==> src/design/uoirs_defines.svh <==
/*
 Holds the register offsets, field positions and timing
 figures of the interrupt-status and role-reporting block.
 Assumes it is included by bare name wherever these constants are used.
*/
`ifndef UOIRS_DEFINES_SVH
`define UOIRS_DEFINES_SVH

// Register word addresses on the plain register port.
`define UOIRS_ADDR_COMBINED 4'h0
`define UOIRS_ADDR_CTRL_STAT 4'h1
`define UOIRS_ADDR_EP_STAT 4'h2
`define UOIRS_ADDR_CTRL_EN 4'h3
`define UOIRS_ADDR_EP_EN 4'h4
`define UOIRS_ADDR_COMB_EN 4'h5
`define UOIRS_ADDR_OTG_CTRL 4'h6
`define UOIRS_ADDR_ROLE 4'h7

// Control event bit positions.
`define UOIRS_EV_POWER_ERR 0
`define UOIRS_EV_SESS_BEGIN 1
`define UOIRS_EV_SESS_FINISH 2
`define UOIRS_EV_DETACH 3
`define UOIRS_EV_ATTACH 4
`define UOIRS_EV_FRAME_START 5
`define UOIRS_EV_OVERRUN 6
`define UOIRS_EV_BUS_RESET 7
`define UOIRS_EV_WAKEUP 8
`define UOIRS_EV_IDLE 9
`define UOIRS_EV_ROLE_FOUND 10
`define UOIRS_EV_SUPPLY_FAULT 11
`define UOIRS_NUM_EVENTS 12

// Combined view layout: four endpoints per class, status from bit 16 up.
`define UOIRS_COMB_EPS 4
`define UOIRS_COMB_HOST_IN_LSB 0
`define UOIRS_COMB_HOST_OUT_LSB 4
`define UOIRS_COMB_DEV_IN_LSB 8
`define UOIRS_COMB_DEV_OUT_LSB 12
`define UOIRS_COMB_STAT_LSB 16

// Combined enable bit positions, one per group.
`define UOIRS_CEN_HOST_IN 0
`define UOIRS_CEN_HOST_OUT 1
`define UOIRS_CEN_DEV_IN 2
`define UOIRS_CEN_DEV_OUT 3
`define UOIRS_CEN_STATUS 4
`define UOIRS_CEN_WIDTH 5

// Negotiation and transceiver control bits.
`define UOIRS_OC_NEG_EN 0
`define UOIRS_OC_PHY_OFF 1
`define UOIRS_OC_OTG_SESS 2
`define UOIRS_OC_BUS_RESET 3
`define UOIRS_OC_BUS_SUSPEND 4
`define UOIRS_OC_WIDTH 5

// Role codes: OTG in low bits, dual-role in bits 5:4.
`define UOIRS_DUAL_LSB 4

// Endpoint status word: host flags low half, device flags high half.
`define UOIRS_EP_DEV_LSB 16

// Least hold of the bus reset after a negotiated attach.
`define UOIRS_RESET_HOLD_MS 20
`define UOIRS_CLK_MHZ 125

`endif

==> src/design/uoirs_pkg.sv <==
/*
 Holds the types shared by the block's modules.
 Assumes the constant header is included first.
*/
package uoirs_pkg;
  typedef enum logic [2:0] {
    role_undetermined,
    role_a_host,
    role_a_peripheral,
    role_b_host,
    role_b_peripheral
  } uoirs_otg_role_type;

  typedef enum logic [1:0] {
    dual_none,
    dual_host,
    dual_device
  } uoirs_dual_role_type;

  typedef enum logic [1:0] {
    neg_idle,
    neg_armed,
    neg_attempt,
    neg_hosting
  } uoirs_neg_state_type;
endpackage

==> src/design/uoirs_flag_if.sv <==
/*
 Holds the carrier between the top module and its sticky flag banks.
 Assumes one clock shared by every party.
*/
`timescale 1ns/1ps
`default_nettype none
interface uoirs_flag_if #(parameter int W = 12);
  logic [W-1:0] set;
  logic [W-1:0] clr;
  logic [W-1:0] pend;
  modport bank (input set, input clr, output pend);
  modport user (output set, output clr, input pend);
endinterface
`default_nettype wire

==> src/design/uoirs_flag_bank.sv <==
/*
 Holds one bank of sticky event flags cleared by a read.
 Assumes set and clear come from logic on the same clock.
*/
`timescale 1ns/1ps
`default_nettype none
module uoirs_flag_bank #(
  parameter int W = 12
) (
  input wire logic core_clk,
  input wire logic reset,
  uoirs_flag_if.bank fl
);
  logic [W-1:0] pend_r;
  logic [W-1:0] pend_nxt;

  // A set arriving with the clear survives for the next read.
  assign pend_nxt = (pend_r & ~fl.clr) | fl.set;
  assign fl.pend = pend_r;

  always_ff @(posedge core_clk) begin
    if (reset) begin
      pend_r <= '0;
    end else begin
      pend_r <= pend_nxt;
    end
  end
endmodule
`default_nettype wire

==> src/design/uoirs_top.sv <==
/*
 Holds the interrupt-status, role-reporting and host-negotiation logic
 of a dual-role bus controller, with a plain register port.
 Assumes event inputs are one-cycle pulses from core-clock logic, and
 that cable and bus level inputs come from pins and need synchronising.
*/
// Notes on behaviour
// Sources grouped as IN, OUT endpoints and general; one combined read.
// Reading the combined status clears all pending general status sources.
// Combined view covers endpoints 0 to 3 only.
// Control status read returns only control flags and clears them.
// Endpoint status read returns host and device flags, clears them all.
// Endpoint and control enables are separate; only enabled raise irq.
// Power error, session begin, session finish, detach, attach events.
// Frame start, overrun, bus reset, wakeup, idle events.
// Role found event; supply fault event in host role.
// OTG role reports A host, A peripheral, B host, B peripheral, none; the role logic never sets role_a_peripheral.
// Session request without cable defaults role to B peripheral.
// Role reads none while not determining the role.
// Dual-role reports acting host, acting device, or inactive.
// Negotiation enable for B-side peripheral; clearing it disables it.
// Armed negotiation starts at the next observed bus suspend.
// Successful negotiation raises attach and drives bus reset automatically.
// Software holds the bus reset at least 20 ms after the attach.
// Commanding bus suspend gives up the negotiated host role.
// Transceiver off stops bus operation and lowers current.
// Transceiver on out of reset; powering on restores normal operation.
// An event arriving with a read clear stays pending.
`timescale 1ns/1ps
`default_nettype none
`include "uoirs_defines.svh"
module uoirs_top #(
  parameter int NUM_EP = 16,
  parameter bit OTG_CAPABLE = 1'b1
) (
  input wire logic core_clk,
  input wire logic reset,
  input wire logic [3:0] reg_addr,
  input wire logic [31:0] reg_wdata,
  input wire logic reg_wr,
  input wire logic reg_rd,
  output logic [31:0] reg_rdata,
  input wire logic [`UOIRS_NUM_EVENTS-1:0] ctrl_event,
  input wire logic [NUM_EP-1:0] host_in_event,
  input wire logic [NUM_EP-1:0] host_out_event,
  input wire logic [NUM_EP-1:0] dev_in_event,
  input wire logic [NUM_EP-1:0] dev_out_event,
  input wire logic cable_present,
  input wire logic cable_a_side,
  input wire logic bus_suspend_seen,
  input wire logic peer_attach_seen,
  output logic irq,
  output logic bus_reset_drive,
  output logic bus_suspend_drive,
  output logic phy_power_on,
  output logic link_enable,
  output logic host_mode
);
  import uoirs_pkg::*;

  initial begin
    if (NUM_EP < `UOIRS_COMB_EPS || NUM_EP > 16) begin
      $error("NUM_EP must lie between 4 and 16");
    end
  end

  // ********
  // Pin synchronisers
  // ********
  logic [3:0] pin_s1_r;
  logic [3:0] pin_s2_r;
  wire logic cable_present_s = pin_s2_r[0];
  wire logic cable_a_s = pin_s2_r[1];
  wire logic suspend_s = pin_s2_r[2];
  wire logic peer_attach_s = pin_s2_r[3];

  always_ff @(posedge core_clk) begin
    if (reset) begin
      pin_s1_r <= 4'h0;
      pin_s2_r <= 4'h0;
    end else begin
      pin_s1_r <= {peer_attach_seen, bus_suspend_seen, cable_a_side,
                   cable_present};
      pin_s2_r <= pin_s1_r;
    end
  end

  // ********
  // Register decode
  // ********
  wire logic rd_comb = reg_rd && (reg_addr == `UOIRS_ADDR_COMBINED);
  wire logic rd_ctrl = reg_rd && (reg_addr == `UOIRS_ADDR_CTRL_STAT);
  wire logic rd_ep = reg_rd && (reg_addr == `UOIRS_ADDR_EP_STAT);
  wire logic wr_ctrl_en = reg_wr && (reg_addr == `UOIRS_ADDR_CTRL_EN);
  wire logic wr_ep_en = reg_wr && (reg_addr == `UOIRS_ADDR_EP_EN);
  wire logic wr_comb_en = reg_wr && (reg_addr == `UOIRS_ADDR_COMB_EN);
  wire logic wr_otg = reg_wr && (reg_addr == `UOIRS_ADDR_OTG_CTRL);

  logic [`UOIRS_NUM_EVENTS-1:0] ctrl_en_r;
  logic [31:0] ep_en_r;
  logic [`UOIRS_CEN_WIDTH-1:0] comb_en_r;
  logic [`UOIRS_OC_WIDTH-1:0] otg_ctrl_r;

  // ********
  // Operating state
  // ********
  logic phy_on_r;
  uoirs_otg_role_type role_r;
  uoirs_otg_role_type role_nxt;
  uoirs_neg_state_type neg_r;
  uoirs_neg_state_type neg_nxt;
  logic suspend_d_r;
  logic attach_d_r;

  wire logic phy_off_req = otg_ctrl_r[`UOIRS_OC_PHY_OFF];
  wire logic neg_en = otg_ctrl_r[`UOIRS_OC_NEG_EN];
  wire logic otg_sess = otg_ctrl_r[`UOIRS_OC_OTG_SESS];
  wire logic sw_reset = otg_ctrl_r[`UOIRS_OC_BUS_RESET];
  wire logic sw_suspend = otg_ctrl_r[`UOIRS_OC_BUS_SUSPEND];
  wire logic suspend_rise = suspend_s && !suspend_d_r;
  wire logic attach_rise = peer_attach_s && !attach_d_r;
  wire logic is_host = (role_r == role_a_host) || (role_r == role_b_host);
  wire logic is_dev = (role_r == role_a_peripheral) ||
                      (role_r == role_b_peripheral);

  // ********
  // Event sources
  // ********
  // While the transceiver is off no bus event reaches the flags.
  logic [`UOIRS_NUM_EVENTS-1:0] ev_valid;
  logic [`UOIRS_NUM_EVENTS-1:0] ev_set;
  wire logic neg_attach = (neg_r == neg_attempt) && attach_rise;
  always_comb begin
    ev_valid = {`UOIRS_NUM_EVENTS{1'b1}};
    ev_valid[`UOIRS_EV_POWER_ERR] = is_host;
    ev_valid[`UOIRS_EV_SESS_BEGIN] = (role_r == role_a_host) ||
                                     (role_r == role_a_peripheral);
    ev_valid[`UOIRS_EV_SESS_FINISH] = is_dev;
    ev_valid[`UOIRS_EV_DETACH] = is_host;
    ev_valid[`UOIRS_EV_ATTACH] = is_host;
    ev_valid[`UOIRS_EV_OVERRUN] = is_host;
    ev_valid[`UOIRS_EV_BUS_RESET] = is_dev;
    ev_valid[`UOIRS_EV_IDLE] = is_dev;
    ev_valid[`UOIRS_EV_ROLE_FOUND] = OTG_CAPABLE;
    ev_valid[`UOIRS_EV_SUPPLY_FAULT] = is_host;
    ev_set = phy_on_r ? (ctrl_event & ev_valid) : '0;
    ev_set[`UOIRS_EV_ATTACH] = ev_set[`UOIRS_EV_ATTACH] || neg_attach;
  end

  // ********
  // Sticky flag banks
  // ********
  uoirs_flag_if #(.W(`UOIRS_NUM_EVENTS)) ctrl_fl ();
  uoirs_flag_if #(.W(32)) ep_fl ();

  logic [15:0] ep_host_set;
  logic [15:0] ep_dev_set;
  always_comb begin
    ep_host_set = 16'h0000;
    ep_dev_set = 16'h0000;
    if (phy_on_r) begin
      ep_host_set[NUM_EP-1:0] = host_in_event | host_out_event;
      ep_dev_set[NUM_EP-1:0] = dev_in_event | dev_out_event;
    end
  end

  // Direction is kept apart in the combined view only.
  logic [`UOIRS_COMB_EPS*4-1:0] dir_pend_r;
  wire logic [`UOIRS_COMB_EPS*4-1:0] dir_set = phy_on_r ?
    {dev_out_event[`UOIRS_COMB_EPS-1:0], dev_in_event[`UOIRS_COMB_EPS-1:0],
     host_out_event[`UOIRS_COMB_EPS-1:0],
     host_in_event[`UOIRS_COMB_EPS-1:0]} : '0;

  // A combined read clears general status and the four low endpoints.
  wire logic [31:0] comb_ep_mask = {{(16-`UOIRS_COMB_EPS){1'b0}},
    {`UOIRS_COMB_EPS{1'b1}}, {(16-`UOIRS_COMB_EPS){1'b0}},
    {`UOIRS_COMB_EPS{1'b1}}};
  assign ctrl_fl.set = ev_set;
  assign ctrl_fl.clr = (rd_ctrl || rd_comb) ?
                       {`UOIRS_NUM_EVENTS{1'b1}} : '0;
  assign ep_fl.set = {ep_dev_set, ep_host_set};
  assign ep_fl.clr = rd_ep ? 32'hffffffff :
                     (rd_comb ? comb_ep_mask : 32'h00000000);

  uoirs_flag_bank #(.W(`UOIRS_NUM_EVENTS)) u_ctrl_bank (
    .core_clk(core_clk),
    .reset(reset),
    .fl(ctrl_fl)
  );
  uoirs_flag_bank #(.W(32)) u_ep_bank (
    .core_clk(core_clk),
    .reset(reset),
    .fl(ep_fl)
  );

  always_ff @(posedge core_clk) begin
    if (reset) begin
      dir_pend_r <= '0;
    end else begin
      dir_pend_r <= (dir_pend_r & ~{(`UOIRS_COMB_EPS*4){rd_comb | rd_ep}})
                    | dir_set;
    end
  end

  // ********
  // Combined view and interrupt
  // ********
  wire logic [4*`UOIRS_COMB_EPS-1:0] comb_ep = dir_pend_r;
  wire logic [31:0] comb_word = {{(32-`UOIRS_COMB_STAT_LSB
    -`UOIRS_NUM_EVENTS){1'b0}}, ctrl_fl.pend, comb_ep};
  wire logic [`UOIRS_COMB_EPS-1:0] hin = comb_ep[`UOIRS_COMB_HOST_IN_LSB +:
                                                 `UOIRS_COMB_EPS];
  wire logic [`UOIRS_COMB_EPS-1:0] hout = comb_ep[`UOIRS_COMB_HOST_OUT_LSB +:
                                                  `UOIRS_COMB_EPS];
  wire logic [`UOIRS_COMB_EPS-1:0] din = comb_ep[`UOIRS_COMB_DEV_IN_LSB +:
                                                 `UOIRS_COMB_EPS];
  wire logic [`UOIRS_COMB_EPS-1:0] dout = comb_ep[`UOIRS_COMB_DEV_OUT_LSB +:
                                                  `UOIRS_COMB_EPS];
  wire logic comb_hit = (comb_en_r[`UOIRS_CEN_HOST_IN] && |hin) ||
                        (comb_en_r[`UOIRS_CEN_HOST_OUT] && |hout) ||
                        (comb_en_r[`UOIRS_CEN_DEV_IN] && |din) ||
                        (comb_en_r[`UOIRS_CEN_DEV_OUT] && |dout) ||
                        (comb_en_r[`UOIRS_CEN_STATUS] && |ctrl_fl.pend);
  wire logic irq_nxt = |(ctrl_fl.pend & ctrl_en_r) ||
                       |(ep_fl.pend & ep_en_r) || comb_hit;

  // ********
  // Role reporting
  // ********
  uoirs_dual_role_type dual_role;
  assign dual_role = !phy_on_r ? dual_none :
                     (is_host ? dual_host :
                     (is_dev ? dual_device : dual_none));
  wire logic [31:0] role_word = {26'h0000000, dual_role,
                                 1'b0, role_r};

  always_comb begin
    role_nxt = role_r;
    if (!phy_on_r || !otg_sess || !OTG_CAPABLE) begin
      role_nxt = role_undetermined;
    end else if (!cable_present_s) begin
      role_nxt = role_b_peripheral;
    end else if (cable_a_s) begin
      role_nxt = role_a_host;
    end else if (neg_r == neg_hosting) begin
      role_nxt = role_b_host;
    end else begin
      role_nxt = role_b_peripheral;
    end
  end

  // ********
  // Host negotiation
  // ********
  always_comb begin
    neg_nxt = neg_r;
    case (neg_r)
      neg_idle: begin
        if (neg_en && role_r == role_b_peripheral) begin
          neg_nxt = neg_armed;
        end
      end
      neg_armed: begin
        if (!neg_en) begin
          neg_nxt = neg_idle;
        end else if (suspend_rise) begin
          neg_nxt = neg_attempt;
        end
      end
      neg_attempt: begin
        if (!neg_en) begin
          neg_nxt = neg_idle;
        end else if (attach_rise) begin
          neg_nxt = neg_hosting;
        end
      end
      neg_hosting: begin
        if (sw_suspend) begin
          neg_nxt = neg_idle;
        end
      end
      default: begin
        neg_nxt = neg_idle;
      end
    endcase
    if (!phy_on_r || role_r == role_undetermined) begin
      neg_nxt = neg_idle;
    end
  end

  // Reset stays driven after a negotiated attach until software, having
  // waited its 20 ms, drops the bus reset bit.
  logic auto_reset_r;
  wire logic rst_kept = !wr_otg || reg_wdata[`UOIRS_OC_BUS_RESET];
  wire logic auto_reset_nxt = neg_attach ||
    (auto_reset_r && rst_kept && neg_r == neg_hosting);

  // ********
  // Registers and read port
  // ********
  logic [31:0] rdata_nxt;
  always_comb begin
    rdata_nxt = 32'h00000000;
    if (reg_rd) begin
      case (reg_addr)
        `UOIRS_ADDR_COMBINED: rdata_nxt = comb_word;
        `UOIRS_ADDR_CTRL_STAT: rdata_nxt[`UOIRS_NUM_EVENTS-1:0] =
                                 ctrl_fl.pend;
        `UOIRS_ADDR_EP_STAT: rdata_nxt = ep_fl.pend;
        `UOIRS_ADDR_CTRL_EN: rdata_nxt[`UOIRS_NUM_EVENTS-1:0] = ctrl_en_r;
        `UOIRS_ADDR_EP_EN: rdata_nxt = ep_en_r;
        `UOIRS_ADDR_COMB_EN: rdata_nxt[`UOIRS_CEN_WIDTH-1:0] = comb_en_r;
        `UOIRS_ADDR_OTG_CTRL: rdata_nxt[`UOIRS_OC_WIDTH-1:0] = otg_ctrl_r;
        `UOIRS_ADDR_ROLE: rdata_nxt = role_word;
        default: rdata_nxt = 32'h00000000;
      endcase
    end
  end

  always_ff @(posedge core_clk) begin
    if (reset) begin
      ctrl_en_r <= '0;
      ep_en_r <= 32'h00000000;
      comb_en_r <= '0;
      otg_ctrl_r <= '0;
      reg_rdata <= 32'h00000000;
      irq <= 1'b0;
    end else begin
      if (wr_ctrl_en) ctrl_en_r <= reg_wdata[`UOIRS_NUM_EVENTS-1:0];
      if (wr_ep_en) ep_en_r <= reg_wdata;
      if (wr_comb_en) comb_en_r <= reg_wdata[`UOIRS_CEN_WIDTH-1:0];
      if (wr_otg) otg_ctrl_r <= reg_wdata[`UOIRS_OC_WIDTH-1:0];
      reg_rdata <= rdata_nxt;
      irq <= irq_nxt;
    end
  end

  always_ff @(posedge core_clk) begin
    if (reset) begin
      phy_on_r <= 1'b1;
      role_r <= role_undetermined;
      neg_r <= neg_idle;
      suspend_d_r <= 1'b0;
      attach_d_r <= 1'b0;
      auto_reset_r <= 1'b0;
      bus_reset_drive <= 1'b0;
      bus_suspend_drive <= 1'b0;
      phy_power_on <= 1'b1;
      link_enable <= 1'b1;
      host_mode <= 1'b0;
    end else begin
      phy_on_r <= !phy_off_req;
      role_r <= role_nxt;
      neg_r <= neg_nxt;
      suspend_d_r <= suspend_s;
      attach_d_r <= peer_attach_s;
      auto_reset_r <= auto_reset_nxt;
      bus_reset_drive <= phy_on_r && (auto_reset_nxt || sw_reset);
      bus_suspend_drive <= phy_on_r && sw_suspend;
      phy_power_on <= !phy_off_req;
      link_enable <= !phy_off_req;
      host_mode <= is_host && !phy_off_req;
    end
  end
endmodule
`default_nettype wire

==> config.mk <==
export PLATFORM = sky130hd
export DESIGN_NAME = uoirs_top
export DESIGN_NICKNAME = d
export VERILOG_FILES = /design/src/design/uoirs_pkg.sv /design/src/design/uoirs_flag_if.sv /design/src/design/uoirs_flag_bank.sv /design/src/design/uoirs_top.sv
export VERILOG_INCLUDE_DIRS = /design/src /design/src/design
export SDC_FILE = /design/constraint.sdc
export NUM_CORES = 1
export LEC_CHECK = 0
export BUFFER_PORTS_ARGS = -buffer_cell sky130_fd_sc_hd__buf_2
export CORE_UTILIZATION = 40
export DETAILED_ROUTE_END_ITERATION = 16
export HOLD_SLACK_MARGIN = 0.1
export SLEW_MARGIN = 0
export SYNTH_ARGS = -nofsm -noshare
export SYNTH_HDL_FRONTEND = slang
export SYNTH_SLANG_ARGS = --single-unit
export TNS_END_PERCENT = 20
==> constraint.sdc <==
create_clock -name core_clk -period 3.3 [get_ports core_clk]
set_clock_uncertainty 0.05 [all_clocks]
set_input_delay 0.825 -clock core_clk [delete_from_list [all_inputs] [get_ports core_clk]]
set_output_delay 0.825 -clock core_clk [all_outputs]
set_load 0.01 [all_outputs]
**Word level (Yosys, flattened, before mapping)**

Cells that the tools add are included.

- Register bits: 167
- Bits of input ports: 120
- Output and inout port bits: 38
- Word-level logic and storage cells: 139

- Equal/unequal tests: 18
- Multiplexer cells: 23
- Bitwise gates (word level): 17
- Reductions and logical operators: 59

Operator list:

| operator | number |
|---|---|
| 32-bit AND | 2 |
| 20-bit case mux with 3 select lines | 1 |
| 16-bit 2-to-1 mux | 3 |
| 16-bit OR | 3 |
| 7-bit case mux with 6 select lines | 1 |
| 5-bit case mux with 8 select lines | 1 |
| 12-bit AND | 3 |
| 32-bit 2-to-1 mux | 1 |
| 32-bit inverter | 1 |
| 32-bit OR | 1 |
| 32-bit OR reduction | 1 |
| 12-bit 2-to-1 mux | 2 |
| 12-bit OR reduction | 2 |
| 1-bit logical AND | 21 |
| 20-bit 2-to-1 mux | 1 |
| 4-bit OR reduction | 5 |
| 2-bit 2-to-1 mux | 9 |
| 16-bit AND | 1 |
| 4-bit by 3-bit == test with 1-bit output, second input constant | 4 |
| 1-bit logical OR | 16 |
| 16-bit inverter | 1 |
| 12-bit inverter | 1 |
| 12-bit OR | 1 |
| 3-bit 2-to-1 mux | 3 |
| other kinds (19) | 32 |

**Longest topological paths before layout**

- Word-level depth: 9
- Depth in mapped cells: 8
- Mapped depth without buffers: 5

**Modules after synthesis**

Synthesis repeated with hierarchy kept, for this count alone.

- Cell total of the unflattened synthesis: 816
- Area, all modules: 7,088.0 µm²

By module, submodules not included:

| module | instances | cells an instance | area each (µm²) |
|---|---|---|---|
| uoirs_top | 1 | 636 | 5,464.0 |
| uoirs_flag_bank (u_ep_bank) | 1 | 131 | 1,154.9 |
| uoirs_flag_bank (u_ctrl_bank) | 1 | 49 | 469.2 |

**Least setup slack after synthesis**

OpenSTA, ideal clock, no wires.

- Kind: input -> register
- Start point: in reg_addr[0]
- End point: reg reg_rdata[10]
- Library setup time: 0.124 ns
- Data arrival time: 2.022 ns
- Slack: 1.105 ns
- Cell stages on the path: 6
- Path buffers: 2
- Path through: buf_2 buf_2 mux2_2 a22o_1 a222oi_1 nor2_1

- Word-level cells in the longest chain between the ends: 2
- Elaborated cells between the ends (all ways): 7
- Classes of those cells: 5 x eq/ne; 1 x mux; 1 x reduce/logical

RTL lines:

| item | line | source |
|---|---|---|
| from (decl) | uoirs_top.sv:38 | `input wire logic [3:0] reg_addr,` |
| 4-bit by 3-bit == test with 1-bit output (tied with other cells) | uoirs_top.sv:305 | `case (reg_addr)` |
| 7-bit case mux with 6 select lines (*) | uoirs_top.sv:305 |  |
| to (signal assigned) | uoirs_top.sv:333 | `reg_rdata <= rdata_nxt;` |
| to (decl) | uoirs_top.sv:42 | `output logic [31:0] reg_rdata,` |

Mark *: on every way between the ends. The rest lies on a longest branch, timed or not.
A chain may end at the register's enable or synchronous reset.

**Final worst setup path**

- Start point: in reg_addr[2]
- End point: reg ep_en_r[25]

- Word-level cells in the longest chain between the ends: 2

RTL lines:

| item | line | source |
|---|---|---|
| 4-bit by 3-bit == test with 1-bit output | - |  |
| 1-bit logical AND | uoirs_top.sv:95 | `` wire logic wr_ep_en = reg_wr && (reg_addr == `UOIRS_ADDR_EP_EN); `` |
| to (signal assigned) | uoirs_top.sv:330 | `if (wr_ep_en) ep_en_r <= reg_wdata;` |
| to (decl) | uoirs_top.sv:100 | `logic [31:0] ep_en_r;` |

No other way between the ends.

==> results by group <==
Clock network
  • Max clock buf depth: 2
  • CTS Hold Buffers Added: 0
  • Htree depth: 4
  • CTS tree: yes
  • Clk pin slew, worst setup/hold paths: 0.06 ns
  • Post-CTS setup buffer count: 0
  • PostCTS Resize Cnt: 0
  • Clk_lat worst skew: 0.43 ns
  • CTS Buf Count: 17
  • CTS Root Cell: clkbuf_16
  • Clk sink count: 167

Final layout
  • Commonest non-fill, non-tap cells in the layout: dfxtp_1, buf_2, nand2_1, nor2_1, a21oi_1
  • Layout filler cell count: 1600
  • Non-Filler Instances: 1113
  • Share of cells above drive strength 1: 24.9%
  • Synthesis-to-finish area growth: 25.3%
  • Most common cell after layout, fill and taps aside: dfxtp_1
  • Diode count: 0
  • Final Instance Area: 8290 sq um
  • Fin nets: 1005

Timing
  • RSZ-0062 raised after global routing: no
  • Period minus WS final: 2.32 ns
  • Fin crit share: 70.2%
  • Setup violators final: 0
  • Slew Limit Fails: 0
  • Worst rel slew slack: 49.3%
  • Slew @ Worst Pin: 0.761 ns
  • Post-route setup slack: 0.983 ns
  • Maximum clock rate: 0.432 GHz
  • Final Hold Violating Endpoints: 0
  • Setup_tns: 0 ns

Synthesis
  • Synth top area cells: dfxtp_1, nand2_1, a22oi_1
  • Syn avg cell area: 8.88 sq um
  • Sequential share of the synthesized area: 50.5%
  • #FFs+latches synth: 167
  • Synth Flop Type: dfxtp_1
  • Synthesized area: 6610 sq um
  • Synth Instances: 745
  • Syn Nets: 865
  • Number of flops mapped to enable cells by yosys: 0
  • Post-synth cell types: 45
  • Synth warn: 0
  • Ys async rst share: 0%
  • Top cell type's share of synthesized area: 50.5%
  • Synth area leader: dfxtp_1

Routing
  • Vias per Instance: 5.46
  • Routed WL: 21300 um
  • WL per Instance: 19.1 um
  • DR DRC count: 0
  • Initial DRC count: 652
  • Final ANT Viol Nets: 0
  • DR vias: 6076
  • Initial DRT Pass Iterations: 6

Critical path
  • Critical Path End: ep_en_r[25]$_SDFFE_PP0P_
  • Length in cells of the worst reg-to-reg path: 4
  • Max FO, Critical Path: 31
  • R2r startpoint: comb_ep[3]$_SDFF_PP0_
  • RR Endpoint: irq$_SDFF_PP0_
  • Origin of the worst setup path: reg_addr[2]
  • Crit. End Element: register
  • Data arrival, critical path: 2.55 ns
  • Reg-to-reg slack, setup: 1.39 ns
  • Startpoint Class: input pin
  • Crit Path Class: input pin to register
  • CP required: 3.54 ns

Floorplanning
  • Core area: 16000 sq um
  • Die area: 17100 sq um
  • IO Pins: 158
  • Die Wd: 131 um
  • Initial Utilization: 41.3%
  • Site Rows: 46
  • Die height: 131 um

Power
  • Max IR drop VDD: 410 uV
  • Cell area power density: 586 nW/um^2
  • Leak: 3.47 nW
  • Overall Power: 4.86 mW

Global routing
  • Met3 Use GR: 6.39%
  • Largest net degree at the start of global routing: 58
  • First-pass GRT wire length: 31800 um
  • Initial antenna violation count: 0
  • GRT met1 Usage: 34.2%
  • GRT overflow: 0
  • Vias in the first global route: 5550
  • Total GRT Usage: 25.5%
  • Met2 Track Usage GR: 39.2%
  • Most used routing layer: met2

Min path
  • Hold path cells: 1
  • Hold crit path type: register to register

Placed design
  • I/O Buffers: 157
  • DP HPWL: 15300 um
  • Setup WS pre-CTS: 0.587 ns
  • GP Congestion: 0.936
  • Placed Cells: 1082
  • Placed cell areas: 7580 sq um

Status
  • Outcome: complete, no violations

Flow run
  • Max-Cap Viols: 0
-- worst max-delay path, cell delays in order --
cell and delay (ns):
buf_2 0.31, and2b_2 0.26, nor3b_4 0.19, buf_4 0.39, nand2_1 0.15, buf_4 0.24
nand2_1 0.09, a21oi_1 0.07
-- logic make-up (layout without fill, tap and decap cells) --
logic type      after synthesis  count (layout)  share of synthesized area (%)
compound gates              199             199                           20.2
xor+xnor                      2               2                          0.265
buf+inv                      57             209                           4.11
flops                       167             167                           50.5
mux                          34              34                           5.52
simple gates                286             286                           19.4
-- cells in the mapped netlist (2+ instances only) --
master / number
a21oi_1: 57
a221oi_1: 3
a222oi_1: 24
a22o_1: 10
a22oi_1: 53
a31oi_1: 2
and2_1: 3
and3_1: 2
and3b_1: 2
buf_2: 19
buf_4: 3
buf_6: 3
clkbuf_1: 30
dfxtp_1: 167
inv_1: 2
mux2_2: 10
mux2i_1: 23
nand2_1: 143
nand2b_1: 5
nand3_1: 5
nand3b_1: 4
nand4_1: 7
nor2_1: 77
nor2b_1: 18
nor3_1: 4
nor3b_1: 3
nor4_1: 5
o21ai_0: 40
o31ai_1: 2
o41ai_1: 4
-- layout make-up --
type	instances	area [sq um]	share of cell area (%)
Clock inverter	12	273	3.29
Inverter	2	7.51	0.0906
Multi-Input combinational cell	521	3010	36.3
Clock buffer	19	433	5.22
Sequential cell	167	3340	40.3
Tap cell	216	270	3.26
Timing Repair Buffer	176	956	11.5
-- metal layers --
layer  vias to the layer above  wire length [um]
met5                         -                 0
met4                         0               539
met3                        39              1770
met2                       279              9660
met1                      2820              9330
li1                       2938                 -
-- worst min path at each step --
stage	start	endpoint	slack, ns
6_report	pin_s2_r[1]$_SDFF_PP0_	role_r[1]$_SDFF_PP0_	0.38
5_1_grt	pin_s2_r[1]$_SDFF_PP0_	role_r[1]$_SDFF_PP0_	0.40
4_1_cts	pin_s2_r[1]$_SDFF_PP0_	role_r[1]$_SDFF_PP0_	0.37
3_3_place_gp	pin_s2_r[1]$_SDFF_PP0_	role_r[1]$_SDFF_PP0_	0.36
2_1_floorplan	pin_s2_r[1]$_SDFF_PP0_	role_r[1]$_SDFF_PP0_	0.34
3_5_place_dp	pin_s2_r[1]$_SDFF_PP0_	role_r[1]$_SDFF_PP0_	0.36
-- flip-flops by register name (all words and copies together), names as in the netlist --
signal / flops
ep_en_r: 32
reg_rdata: 32
u_ep_bank.fl.pend: 32
comb_ep: 16
ctrl_en_r: 12
u_ctrl_bank.fl.pend: 12
comb_en_r: 5
otg_ctrl_r: 5
pin_s1_r: 4
pin_s2_r: 4
role_r: 3
neg_r: 2
attach_d_r: 1
auto_reset_r: 1
bus_reset_drive: 1
bus_suspend_drive: 1
host_mode: 1
irq: 1
phy_on_r: 1
suspend_d_r: 1
-- stage by stage --
stage / util (%) / hold slack, ns
2_1_floorplan: - / 0.343
3_3_place_gp: 47.4 / 0.356
3_5_place_dp: 47.4 / 0.356
4_1_cts: 51.8 / 0.371
5_1_grt: 51.8 / 0.399
6_report: 51.8 / 0.375
-- report_power, final --
| part | leakage [nW] | internal (mW) | switching [mW] |
|---|---|---|---|
| Clock | 0.339 | 1.57 | 0.807 |
| Sequential | 1.37 | 2.09 | 0.0765 |
| Combinational | 1.76 | 0.141 | 0.176 |
Power figures use the tool's default switching activity.
